### config.mk
export PLATFORM = sky130hd
export DESIGN_NAME = otrs_top
export DESIGN_NICKNAME = d
export VERILOG_FILES = /design/src/verilog/otrs_pkg.sv /design/src/verilog/otrs_top.sv
export VERILOG_INCLUDE_DIRS = /design/src /design/src/verilog
export SDC_FILE = /design/constraint.sdc
export NUM_CORES = 1
export LEC_CHECK = 0
export BUFFER_PORTS_ARGS = -buffer_cell sky130_fd_sc_hd__buf_2
export CORE_MARGIN = 5
export CORE_UTILIZATION = 40
export CTS_CLUSTER_DIAMETER = 120
export DETAILED_ROUTE_END_ITERATION = 6
export GPL_TIMING_DRIVEN = 0
export PLACE_DENSITY = 0.8
export SKIP_LAST_GASP = 1
export SLEW_MARGIN = 20
export SYNTH_ARGS = -nofsm -noshare
export SYNTH_HDL_FRONTEND = slang
export SYNTH_SLANG_ARGS = --single-unit
### constraint.sdc
create_clock -name clock -period 1.86 [get_ports clock]
set_clock_uncertainty 0.05 [all_clocks]
set_input_delay 0.372 -clock clock [delete_from_list [all_inputs] [get_ports clock]]
set_output_delay 0.372 -clock clock [all_outputs]
set_load 0.1 [all_outputs]
### src/verilog/otrs_defines.svh
// offsets, field positions, reset values and divisors of the rate selector
//
// Overview of operation
// - ethernet select set: low bits pick ethernet rate
// - codes 0,1,2: off, 2 kHz, 8 kHz
// - codes 3,4: synth two, synth one
// - codes 7..10 divide main path by 12,8,6,4
// - divisors are fixed per code and ignore apll; codes 11..15 use aux path
// - ethernet config bit 6 enables ethernet apll
// - ethernet config bit 2 picks ethernet mapping
`ifndef OTRS_DEFINES_SVH
`define OTRS_DEFINES_SVH

// ============================================================
// register map
`define OTRS_RATE_OFFSET 8'h00
`define OTRS_ENET_OFFSET 8'h04
`define OTRS_STAT_OFFSET 8'h08
`define OTRS_ADDR_MSB 7
`define OTRS_RATE_RESET 4'h6
`define OTRS_CODE_MSB 3
`define OTRS_ENET_APLL_BIT 6
`define OTRS_ENET_SEL_BIT 2

// ============================================================
// divide ratios, seven bits wide
`define OTRS_DIV_NONE 7'h01
`define OTRS_DIV_M5 7'h30
`define OTRS_DIV_M6 7'h10
`define OTRS_DIV_M7 7'h0c
`define OTRS_DIV_M8 7'h08
`define OTRS_DIV_M9 7'h06
`define OTRS_DIV_M10 7'h04
`define OTRS_DIV_A11 7'h40
`define OTRS_DIV_A12 7'h20
`define OTRS_DIV_A13 7'h10
`define OTRS_DIV_A14 7'h08
`define OTRS_DIV_A15 7'h04

`endif

### src/verilog/otrs_pkg.sv
// types shared by the output three rate selector
package otrs_pkg;

    // ============================================================
    // source picked for output three
    typedef enum logic [2:0] {
        SRC_OFF = 3'h0,
        SRC_2K = 3'h1,
        SRC_8K = 3'h2,
        SRC_SYNTH_TWO = 3'h3,
        SRC_SYNTH_ONE = 3'h4,
        SRC_MAIN_DIV = 3'h5,
        SRC_AUX_DIV = 3'h6,
        SRC_ETHER = 3'h7
    } otrs_src_t;

    // ethernet rates
    typedef enum logic [1:0] {
        ETH_25M = 2'h0,
        ETH_50M = 2'h1,
        ETH_62M5 = 2'h2,
        ETH_125M = 2'h3
    } otrs_eth_t;

    // full selection handed to the clock mux
    typedef struct packed {
        otrs_src_t source;
        logic [6:0] divisor;
        otrs_eth_t ethRate;
        logic apllOn;
    } otrs_sel_t;

endpackage

### src/verilog/otrs_top.sv
// output three rate selector with its ahb-lite register slave
`timescale 1ns/1ns
`include "otrs_defines.svh"

module otrs_top (
    // clock and reset
    input wire logic clock,
    input wire logic reset,
    // ahb-lite slave
    input wire logic hsel,
    input wire logic [31:0] haddr,
    input wire logic [1:0] htrans,
    input wire logic hwrite,
    input wire logic [2:0] hsize,
    input wire logic [31:0] hwdata,
    input wire logic hready,
    output logic hreadyout,
    output logic hresp,
    output logic [31:0] hrdata,
    // selection for the output three clock mux
    output otrs_pkg::otrs_sel_t outSel
);

    // ============================================================
    // code decode, shared by the selector and the status readback
    function automatic otrs_pkg::otrs_sel_t decodeSel(
        input logic [3:0] code,
        input logic ethSel,
        input logic apllOn
    );
        otrs_pkg::otrs_sel_t s;
        s.apllOn = apllOn;
        s.divisor = `OTRS_DIV_NONE;
        s.ethRate = otrs_pkg::otrs_eth_t'(code[1:0]);
        s.source = otrs_pkg::SRC_OFF;
        if (ethSel) begin
            // every code maps onto its low two bits
            s.source = otrs_pkg::SRC_ETHER;
        end else begin
            case (code)
                4'h0: s.source = otrs_pkg::SRC_OFF;
                4'h1: s.source = otrs_pkg::SRC_2K;
                4'h2: s.source = otrs_pkg::SRC_8K;
                4'h3: s.source = otrs_pkg::SRC_SYNTH_TWO;
                4'h4: s.source = otrs_pkg::SRC_SYNTH_ONE;
                4'h5: begin
                    s.source = otrs_pkg::SRC_MAIN_DIV;
                    s.divisor = `OTRS_DIV_M5;
                end
                4'h6: begin
                    s.source = otrs_pkg::SRC_MAIN_DIV;
                    s.divisor = `OTRS_DIV_M6;
                end
                4'h7: begin
                    s.source = otrs_pkg::SRC_MAIN_DIV;
                    s.divisor = `OTRS_DIV_M7;
                end
                4'h8: begin
                    s.source = otrs_pkg::SRC_MAIN_DIV;
                    s.divisor = `OTRS_DIV_M8;
                end
                4'h9: begin
                    s.source = otrs_pkg::SRC_MAIN_DIV;
                    s.divisor = `OTRS_DIV_M9;
                end
                4'ha: begin
                    s.source = otrs_pkg::SRC_MAIN_DIV;
                    s.divisor = `OTRS_DIV_M10;
                end
                4'hb: begin
                    s.source = otrs_pkg::SRC_AUX_DIV;
                    s.divisor = `OTRS_DIV_A11;
                end
                4'hc: begin
                    s.source = otrs_pkg::SRC_AUX_DIV;
                    s.divisor = `OTRS_DIV_A12;
                end
                4'hd: begin
                    s.source = otrs_pkg::SRC_AUX_DIV;
                    s.divisor = `OTRS_DIV_A13;
                end
                4'he: begin
                    s.source = otrs_pkg::SRC_AUX_DIV;
                    s.divisor = `OTRS_DIV_A14;
                end
                default: begin
                    s.source = otrs_pkg::SRC_AUX_DIV;
                    s.divisor = `OTRS_DIV_A15;
                end
            endcase
        end
        return s;
    endfunction

    // ============================================================
    // state
    logic [3:0] rateReg, rateNext;
    logic apllOnReg, apllOnNext;
    logic ethSelReg, ethSelNext;
    logic wrPendReg, wrPendNext;
    logic [7:0] wrAddrReg, wrAddrNext;
    logic [31:0] rdataReg, rdataNext;
    otrs_pkg::otrs_sel_t selReg, selNext;
    otrs_pkg::otrs_sel_t liveSel;
    logic addrPhase;
    logic [7:0] addrLow;

    // zero wait states, so the slave never stalls and never errors
    assign hreadyout = 1'b1;
    assign hresp = 1'b0;
    assign hrdata = rdataReg;
    assign outSel = selReg;
    assign addrPhase = hsel && htrans[1] && hready;
    assign addrLow = haddr[`OTRS_ADDR_MSB:0];
    assign liveSel = decodeSel(rateReg, ethSelReg, apllOnReg);

    // ============================================================
    // next values: bus write in data phase, read data from addr phase
    always_comb begin
        rateNext = rateReg;
        apllOnNext = apllOnReg;
        ethSelNext = ethSelReg;
        wrPendNext = addrPhase && hwrite;
        wrAddrNext = addrPhase ? addrLow : wrAddrReg;
        rdataNext = 32'h0000_0000;
        selNext = liveSel;
        if (wrPendReg) begin
            case (wrAddrReg)
                // bits above bit 3 dropped on write
                `OTRS_RATE_OFFSET: rateNext = hwdata[`OTRS_CODE_MSB:0];
                `OTRS_ENET_OFFSET: begin
                    apllOnNext = hwdata[`OTRS_ENET_APLL_BIT];
                    ethSelNext = hwdata[`OTRS_ENET_SEL_BIT];
                end
                default: ;
            endcase
        end
        if (addrPhase && !hwrite) begin
            case (addrLow)
                `OTRS_RATE_OFFSET: rdataNext[3:0] = rateReg;
                `OTRS_ENET_OFFSET: begin
                    rdataNext[`OTRS_ENET_APLL_BIT] = apllOnReg;
                    rdataNext[`OTRS_ENET_SEL_BIT] = ethSelReg;
                end
                `OTRS_STAT_OFFSET: rdataNext[12:0] = selReg;
                default: rdataNext = 32'h0000_0000;
            endcase
        end
    end

    // register stage; selection lags the register by one clock
    always_ff @(posedge clock) begin
        if (reset) begin
            rateReg <= `OTRS_RATE_RESET;
            apllOnReg <= 1'b0;
            ethSelReg <= 1'b0;
            wrPendReg <= 1'b0;
            wrAddrReg <= 8'h00;
            rdataReg <= 32'h0000_0000;
            selReg <= '0;
        end else begin
            rateReg <= rateNext;
            apllOnReg <= apllOnNext;
            ethSelReg <= ethSelNext;
            wrPendReg <= wrPendNext;
            wrAddrReg <= wrAddrNext;
            rdataReg <= rdataNext;
            selReg <= selNext;
        end
    end
endmodule // otrs_top
==> qor.yml, run 1 <==
syn_to_final_growth_pct: 28.4
switching_power_w: 0.000600
worst_hold_slack_ns: 0.248
worstSkewPairLatency_ns: 0.29
wirelength_um: 3390
crit_slowest_cell: "or4_1"
timing.rr.start: "wrAddrReg[7]"
cp_max_fo: 4
grt_max_degree: 14
ctsHoldBuffers: 0
grt_pass1_vias: 1247
ioPinCount: 121
syn_inst: 185
overflow: 0
min_from: "hwrite"
cts-resized-gates: 0
fin_crit_sh_pct: 92.0
dp_hpwl_um: 2630
switching_share_pct: 28.6
worstPathCellList: "or4_1 > nor3_4 > mux2_1"
finalHoldViolations: 0
r2r_end: "rateReg[0]"
synth_area_leaders: "dfxtp_1 (48%), buf_4 (9.3%), mux2i_1 (5.3%)"
relSlewSlack_pct: 66.2
track_usage_pct: 12.6
postRouteAntennaNets: 0
synth_area_per_cell_um2: 9.20
layout_setup_ws_ns: 0.148
vias: 1322
ir_drop_mv: 0.371
hp-class: "input pin to register"
p_int_w: 0.00150
cts_setup_buffers: 0
fp-row-count: 23
worst_setup_path_start_kind: "register"
nets: 328
antenna_found_initial: 0
final_core_util_pct: 53.8
numCtsBuffers: 5
drv_cap: 0
leakage_nw: 1.06
tns_ns: 0
die_y_um: 75.2
cts.sinks: 41
drive_above_1_share_pct: 29.8
status: "completed"
ys_seq_area_share_pct: 48.2
comb_power_share_pct: 17.3
pwr-share-clk_pct: 39.9
yosysWarnings: 0
root_buffer: "clkbuf_8"
path_clk_slew_ns: 0.08
p_seq_share_pct: 42.8
initial_core_util_pct: 41.9
rsz0062_at_grt: "no"
drtPass1Iterations: 4
arrival_ns: 1.84
max_freq_ghz: 0.584
vias_per_cell: 4.33
synth.top_cell.area_share_pct: 48.2
grt_pass1_wl_um: 5340
port_buffers: 43
worst_ep_required_time_ns: 1.99
route.detailed.drc: 0
power_density_nw_per_um2: 959
synth_area_um2: 1700
wire_per_inst_um: 11.1
dp_slack_ns: -0.0789
setup_violations: 0
critPathKind: "register to register"
tightestPinTransition_ns: 0.511
core_area_um2: 4060
rrSetupSlack_ns: 0.15
yosysTopAreaCell: "dfxtp_1"
dieArea_um2: 5660
holdPathEnd: "wrPendReg"
whs_path_depth: 3
synth.distinct_cells: 33
num_antenna_cells: 0
synth-seq-cells: 41
crit_path_end_kind: "register"
gp_congestion: 0.814
maxSlewViolCount: 0
drt_iter0_drc: 65
rr_worst_depth: 3
worst_path_largest_cell_delay_ns: 0.61
cts_tree: "yes"
period_minus_slack_ns: 1.71
htree_levels: 2
die_w_um: 75.2
cts_buffer_depth: 2
## critical path: cells and delay by family (launching register included)
kind             cells  cell delay (ns)
muxes                1             0.35
and+or+nand+nor      2             0.88
DFF                  1             0.32
## kinds of logic after synthesis
kind of cell    after synthesis  share of synthesized area, %
other cells                   2                         0.441
compound gates               20                          6.84
simple gates                 74                          24.5
buf+inv                      35                          12.4
xor+xnor                      2                          1.03
flops                        41                          48.2
mux                          11                          6.62
## power groups by stage
stage | Sequential (W) | Clock (W) | Combinational (W)
2_1_floorplan | 0.000967 | 0 | 0.000269
3_3_place_gp | 0.000918 | 0 | 0.000358
3_5_place_dp | 0.000919 | 0 | 0.000360
4_1_cts | 0.000898 | 0.000853 | 0.000361
5_1_grt | 0.000900 | 0.000890 | 0.000379
6_report | 0.000898 | 0.000836 | 0.000362
## layer usage
metal / part of all wire, % / GRT usage [%]
met5: 0 / 0
met4: 1.3 / 6.99
met3: 8.4 / 4.01
met2: 49 / 21.0
met1: 41 / 14.3
## layout make-up
cell class,count,area (um^2)
clock buffers,5,68.8
clock inverters,3,65.1
flip-flops and latches,41,821
fillers,373,1870
plain buffers,31,195
multi-input cells,128,742
well taps,50,62.6
repair buffers,43,215
inverters,4,15.0
## layout by cell type (no fill, tap or decap)
master	instances
a22oi_1	1
a2bb2oi_1	1
nand3_1	1
nor2b_1	9
buf_2	43
nor3_1	8
nor2_1	13
and4_1	1
or4_1	1
and3_1	3
conb_1	21
o21bai_1	1
a21oi_1	13
mux2_2	1
o21ai_0	2
xor2_1	2
nor3_4	1
clkbuf_8	5
mux2_1	1
buf_4	21
dfxtp_1	41
and2_1	8
clkbuf_1	10
nand4b_1	1
nand2_1	17
and4b_1	3
inv_1	4
nand3b_1	1
or4b_4	1
clkinv_2	1
nor4_1	1
a211o_1	1
nand2b_1	4
mux2i_1	9
a32oi_1	1
bufinv_16	2
nor3_2	1
## how the worst max path moves through the flow
stage	from	endpoint	slack, ns	depth (start not counted)
finish	wrAddrReg[7]	rateReg[0]	0.15	3
global route	reset	outSel[3]	0.08	5
CTS	wrAddrReg[0]	rateReg[0]	0.13	3
detailed placement	reset	outSel[3]	-0.08	5
global placement	reset	outSel[12]	-0.04	5
floorplan	wrAddrReg[0]	rateReg[0]	0.25	3
## metrics by stage
stage          cell area, um^2  std cells  total power [W]
3_3_place_gp              2050        297          0.00128
2_1_floorplan             1770        204          0.00124
4_1_cts                   2180        305          0.00211
3_5_place_dp              2050        297          0.00128
5_1_grt                   2180        305          0.00217
6_report                  2180        305          0.00210
## flip-flops by register name, summed over array words and instances, names as in the netlist
signal     cells
wrPendReg      1
rateReg        4
hrdata        13
outSel        13
apllOnReg      1
ethSelReg      1
wrAddrReg      8
## Yosys cell counts
cell type,count
and2_1,8
and4b_1,3
nand3b_1,1
dfxtp_1,41
nand4b_1,1
nand3_1,1
buf_4,21
conb_1,2
o21ai_0,2
and4_1,1
inv_1,4
nor4_1,1
a211o_1,1
mux2_1,1
clkbuf_1,10
nor3_2,1
nor2_1,13
o21bai_1,1
a2bb2oi_1,1
nor3_1,8
nor2b_1,9
and3_1,3
or4_1,1
or4b_4,1
nand2b_1,4
nor3_4,1
a21oi_1,13
nand2_1,17
a22oi_1,1
xor2_1,2
mux2_2,1
a32oi_1,1
mux2i_1,9
Note: power is estimated with default switching activity, not from simulation.
==> run 2: changes to the inputs <==
--- a/config.mk
+++ b/config.mk
@@ -13,6 +13,7 @@
 export DETAILED_ROUTE_END_ITERATION = 6
 export GPL_TIMING_DRIVEN = 0
 export PLACE_DENSITY = 0.8
+export SETUP_SLACK_MARGIN = 0.3
 export SKIP_LAST_GASP = 1
 export SLEW_MARGIN = 20
 export SYNTH_ARGS = -nofsm -noshare
==> run 2 against run 1 <==
Clock power decreased by 34%. Power decreased by 13%. Fmax increased by 5.9%. Wire length increased by 2.7%. Cell count increased by 0.66%. Utilization decreased by 0.28 points. Critical path depth unchanged. Die area unchanged. Non-clock buffer count increased by 2. Setup slack improved by 0.096 ns.
==> qor.yml, run 2 (synthesis gave the netlist of run 1 again) <==
vias_per_cell: 4.42
leakage_nw: 1.06
cp_max_fo: 2
fin_crit_sh_pct: 86.9
critPathKind: "register to register"
drv_cap: 0
crit_family: "simple AND/OR/NAND/NOR gates"
htree_levels: 2
syn_to_final_growth_pct: 27.7
cts.sinks: 41
grt_max_degree: 13
maxSlewViolCount: 0
antenna_found_initial: 0
num_antenna_cells: 0
worst_ep_required_time_ns: 1.99
period_minus_slack_ns: 1.62
rsz0062_at_grt: "yes"
drt_iter0_drc: 75
whs_path_depth: 3
overflow: 0
ir_drop_mv: 0.379
die_y_um: 75.2
worstPathCellList: "or4_4 > nor3_4 > mux2_4"
status: "completed"
initial_core_util_pct: 41.9
final_core_util_pct: 53.6
rr_worst_depth: 3
worstSkewPairLatency_ns: 0.29
wirelength_um: 3480
max_freq_ghz: 0.619
setup_violations: 0
track_usage_pct: 12.7
ioPinCount: 121
worst_path_largest_cell_delay_ns: 0.57
p_total_w: 0.00182
numCtsBuffers: 5
finalHoldViolations: 0
hp-class: "input pin to register"
wire_per_inst_um: 11.3
postRouteAntennaNets: 0
dieArea_um2: 5660
arrival_ns: 1.75
die_w_um: 75.2
core_area_um2: 4060
grt_pass1_wl_um: 5490
dp_hpwl_um: 2690
final_cell_mix: "buf_2 (43), dfxtp_1 (40), buf_4 (22), conb_1 (21), nand2_1 (17)"
dp.cells: 297
stdcell_count: 307
ctsHoldBuffers: 0
crit_path_end_kind: "register"
drive_above_1_share_pct: 31.9
worst_setup_path_start_kind: "register"
fp-row-count: 23
gp_congestion: 0.851
path_clk_slew_ns: 0.08
grt_pass1_vias: 1270
path_depth: 3
cts_buffer_depth: 2
critPathBufInv: 0
vias: 1357
root_buffer: "clkbuf_8"
crit_slowest_cell: "or4_4"
final_common_cell: "buf_2"
drtPass1Iterations: 4
route.detailed.drc: 0
port_buffers: 43
cts_tree: "yes"
power_density_nw_per_um2: 836
nets: 330
==> run 2: what timing repair did <==
action,4_1_cts,5_1_grt
endpoints found under the setup margin,13,15
resized for setup,3,4
cloned,0,0
buffers inserted,2,0
pin swaps,3,3
==> run 2: worst reg2reg max path, stage by stage, from the launching register on <==
cell	delay (ns)
dfxtp_1	0.32
or4_4	0.57
nor3_4	0.26
mux2_4	0.32
==> run 2: worst paths after layout <==
kind	to	slack, ns	start
max	rateReg[0]	0.24	wrAddrReg[6]
min	wrPendReg	0.25	hwrite
max reg2reg	rateReg[0]	0.24	wrAddrReg[6]
min reg2reg	hrdata[7]	0.40	outSel[7]
==> run 2: through the flow <==
step	worst slack (ns)	hold slack [ns]	instance area, um^2	TNS, ns
2_1_floorplan	0.259	0.386	1780	0
3_3_place_gp	-0.0627	0.381	2060	-0.495
3_5_place_dp	-0.0903	0.384	2060	-0.690
4_1_cts	0.241	0.243	2170	0
5_1_grt	0.207	0.253	2170	0
6_report	0.244	0.250	2170	0
==> run 2: layout make-up <==
class	instances	area, um^2
timing repair buffer	45	234
clock buffer	6	72.6
clock inverter	2	10.0
fill	378	1880
inverter	4	15.0
sequential	41	822
tap	50	62.6
buffer	31	198
multi-input combinational	128	759
==> run 2: routing by layer <==
layer	part of all wire (%)	wire length, um	GRT usage [%]	up-vias
li1	-	-	-	712
met1	42	1460	14.4	594
met2	48	1680	21.5	44
met3	7.9	274	4.94	7
met4	1.8	64	4.85	0
met5	0	0	0	-
==> run 2: where the power goes <==
group	internal, W	switching (W)
logic	0.0000759	0.000291
registers	0.000891	0.00000729
clock network	0.000260	0.000291
total	0.00123	0.000590
==> run 3: changes to the inputs <==
--- a/config.mk
+++ b/config.mk
@@ -6,9 +6,10 @@
 export SDC_FILE = /design/constraint.sdc
 export NUM_CORES = 1
 export LEC_CHECK = 0
+export ABC_AREA = 1
 export BUFFER_PORTS_ARGS = -buffer_cell sky130_fd_sc_hd__buf_2
 export CORE_MARGIN = 5
-export CORE_UTILIZATION = 40
+export CORE_UTILIZATION = 41
 export CTS_CLUSTER_DIAMETER = 120
 export DETAILED_ROUTE_END_ITERATION = 6
 export GPL_TIMING_DRIVEN = 0
==> run 3 against run 2 <==
Power rose by 1.7%. Fmax rose by 6.4%. Worst hold slack worse by 0.0042 ns. Setup slack better by 0.097 ns. Clock power about the same. Synthesized area grew 4.3%. Register-to-register slack improved by 0.34 ns. Non-clock buffer count is 4 lower. Sequential cell count is the same. Largest power group unchanged. Utilization decreased by 1.7 points.
==> qor.yml, run 3 <==
grt_pass1_vias: 1350
stdcell_count: 354
r2r_end: "rateReg[1]"
rr_worst_depth: 7
synth_ff_type: "dfxtp_1"
drt_iter0_drc: 124
timing.rr.start: "wrPendReg"
synth_area_um2: 1780
critPathBufInv: 1
num_antenna_cells: 0
worst_path_largest_cell_delay_ns: 0.44
port_buffers: 43
finalHoldViolations: 0
max_freq_ghz: 0.658
ir_drop_mv: 0.336
numCtsBuffers: 5
synth_simple_gate_area_share_pct: 21.6
cts.sinks: 41
syn_to_final_growth_pct: 24.7
dp.cells: 346
core_area_um2: 4260
synth_enable_flop_cells: 0
period_minus_slack_ns: 1.52
worstPathCellList: "buf_2"
ioPinCount: 121
ff_latch_area_um2: 821
path_clk_slew_ns: 0.08
cts_tree: "yes"
route.detailed.drc: 0
synth_area_leaders: "dfxtp_1 (46%), buf_4 (8.9%), inv_1 (8.7%)"
final_common_cell: "buf_2"
wirelength_um: 3460
fp-row-count: 24
cp_max_fo: 2
ys_seq_area_share_pct: 46.2
drtPass1Iterations: 4
postRouteAntennaNets: 0
nets: 375
fin_crit_sh_pct: 81.6
antenna_found_initial: 0
synthMuxAreaShare_pct: 0
status: "completed"
layout_setup_ws_ns: 0.341
synth_compound_area_share_pct: 10.8
drv_cap: 0
synth_top_family_by_area: "simple AND/OR/NAND/NOR gates"
vias_per_cell: 4.31
synthTopCellsByCount: "dfxtp_1 (41), inv_1 (41), nor2_1 (31), nand2_1 (25), buf_4 (21)"
worst_ep_required_time_ns: 1.44
syn_inst: 232
tns_ns: 0
nFillCells: 400
track_usage_pct: 12.8
wire_per_inst_um: 9.76
setup_violations: 0
die_w_um: 75.8
synth_area_per_cell_um2: 7.65
cts_setup_buffers: 0
grt_max_degree: 14
initial_core_util_pct: 41.6
cts-resized-gates: 0
crit_path_end_kind: "output pin"
synth_xor_area_share_pct: 0.493
gp_congestion: 0.827
worstSkewPairLatency_ns: 0.29
dieArea_um2: 5750
worst_setup_path_start_kind: "register"
rsz0062_at_grt: "no"
critPathKind: "register to output pin"
vias: 1527
root_buffer: "clkbuf_8"
cts_buffer_depth: 2
rrSetupSlack_ns: 0.58
synth_fa_ha_area_share_pct: 0
yosysTopAreaCell: "dfxtp_1"
crit_slowest_cell: "buf_2"
htree_levels: 2
multi_input_area_um2: 663
min_from: "reset"
drive_above_1_share_pct: 28.1
final_core_util_pct: 51.9
whs_path_depth: 2
hp-class: "input pin to register"
synthArstFlopShare_pct: 0
dp_slack_ns: 0.495
worst_hold_slack_ns: 0.246
holdPathEnd: "outSel[0]"
synth.distinct_cells: 24
synth.top_cell.area_share_pct: 46.2
grt_pass1_wl_um: 5560
overflow: 0
arrival_ns: 1.10
die_y_um: 75.8
dp_hpwl_um: 2690
yosysWarnings: 0
leakage_nw: 1.14
ctsHoldBuffers: 0
power_density_nw_per_um2: 835
synth-seq-cells: 41
crit_family: "buffers and inverters"
maxSlewViolCount: 0
final_cell_mix: "buf_2 (48), inv_1 (41), dfxtp_1 (41), nor2_1 (31), nand2_1 (25)"
[run 3: where the power goes]
part	switching [W]	total (W)	internal, W
Clock	0.000295	0.000553	0.000259
Combinational	0.000315	0.000390	0.0000753
Sequential	0.00000836	0.000904	0.000895
Total	0.000618	0.00185	0.00123
[run 3: final cells by class]
| cell class | instances | share of cell area [%] |
|---|---|---|
| clock inverter | 3 | 0.791 |
| inverter | 41 | 6.95 |
| buffer | 29 | 9.44 |
| clock buffer | 5 | 3.11 |
| sequential | 41 | 37.1 |
| timing repair buffer | 43 | 9.72 |
| multi-input combinational | 140 | 30.0 |
| tap | 52 | 2.94 |
[run 3: layer usage]
metal	GRT usage, %	up-vias	share of wire, %
met2	20.9	60	46
met1	14.8	646	42
li1	-	813	-
met5	0	-	0
met3	4.75	8	10
met4	5.83	0	1.8
[run 3: worst register-to-register path, stage by stage, from the launching register on]
cell and delay (ns):
dfxtp_1 0.31, inv_1 0.03, nor2_1 0.23, nand2_1 0.14
nor2_4 0.19, nand2_1 0.09, nand2_1 0.07, nand3_1 0.06
[run 3: how the worst max path moves through the flow]
| stage | start | end | slack (ns) | cells after the start |
|---|---|---|---|---|
| after floorplan | outSel[2] | hrdata[2] | 0.48 | 4 |
| after global placement | hready | hrdata[1] | 0.53 | 6 |
| after detailed placement | hready | hrdata[1] | 0.50 | 6 |
| after CTS | outSel[2] | outSel[2] | 0.33 | 1 |
| after global routing | outSel[2] | outSel[2] | 0.33 | 1 |
| final | outSel[2] | outSel[2] | 0.34 | 1 |
[run 3: stage by stage]
stage          power, W  area, um^2
5_1_grt         0.00193        2210
3_3_place_gp    0.00131        2130
2_1_floorplan   0.00126        1850
6_report        0.00185        2210
3_5_place_dp    0.00131        2130
4_1_cts         0.00186        2210
[run 3: kinds of logic after synthesis]
kind of cell           count (synthesis)
flip-flops                            41
buffers and inverters                 70
AO/OA/AOI/OAI                         36
AND/OR/NAND/NOR                       82
XOR/XNOR                               1
other                                  2
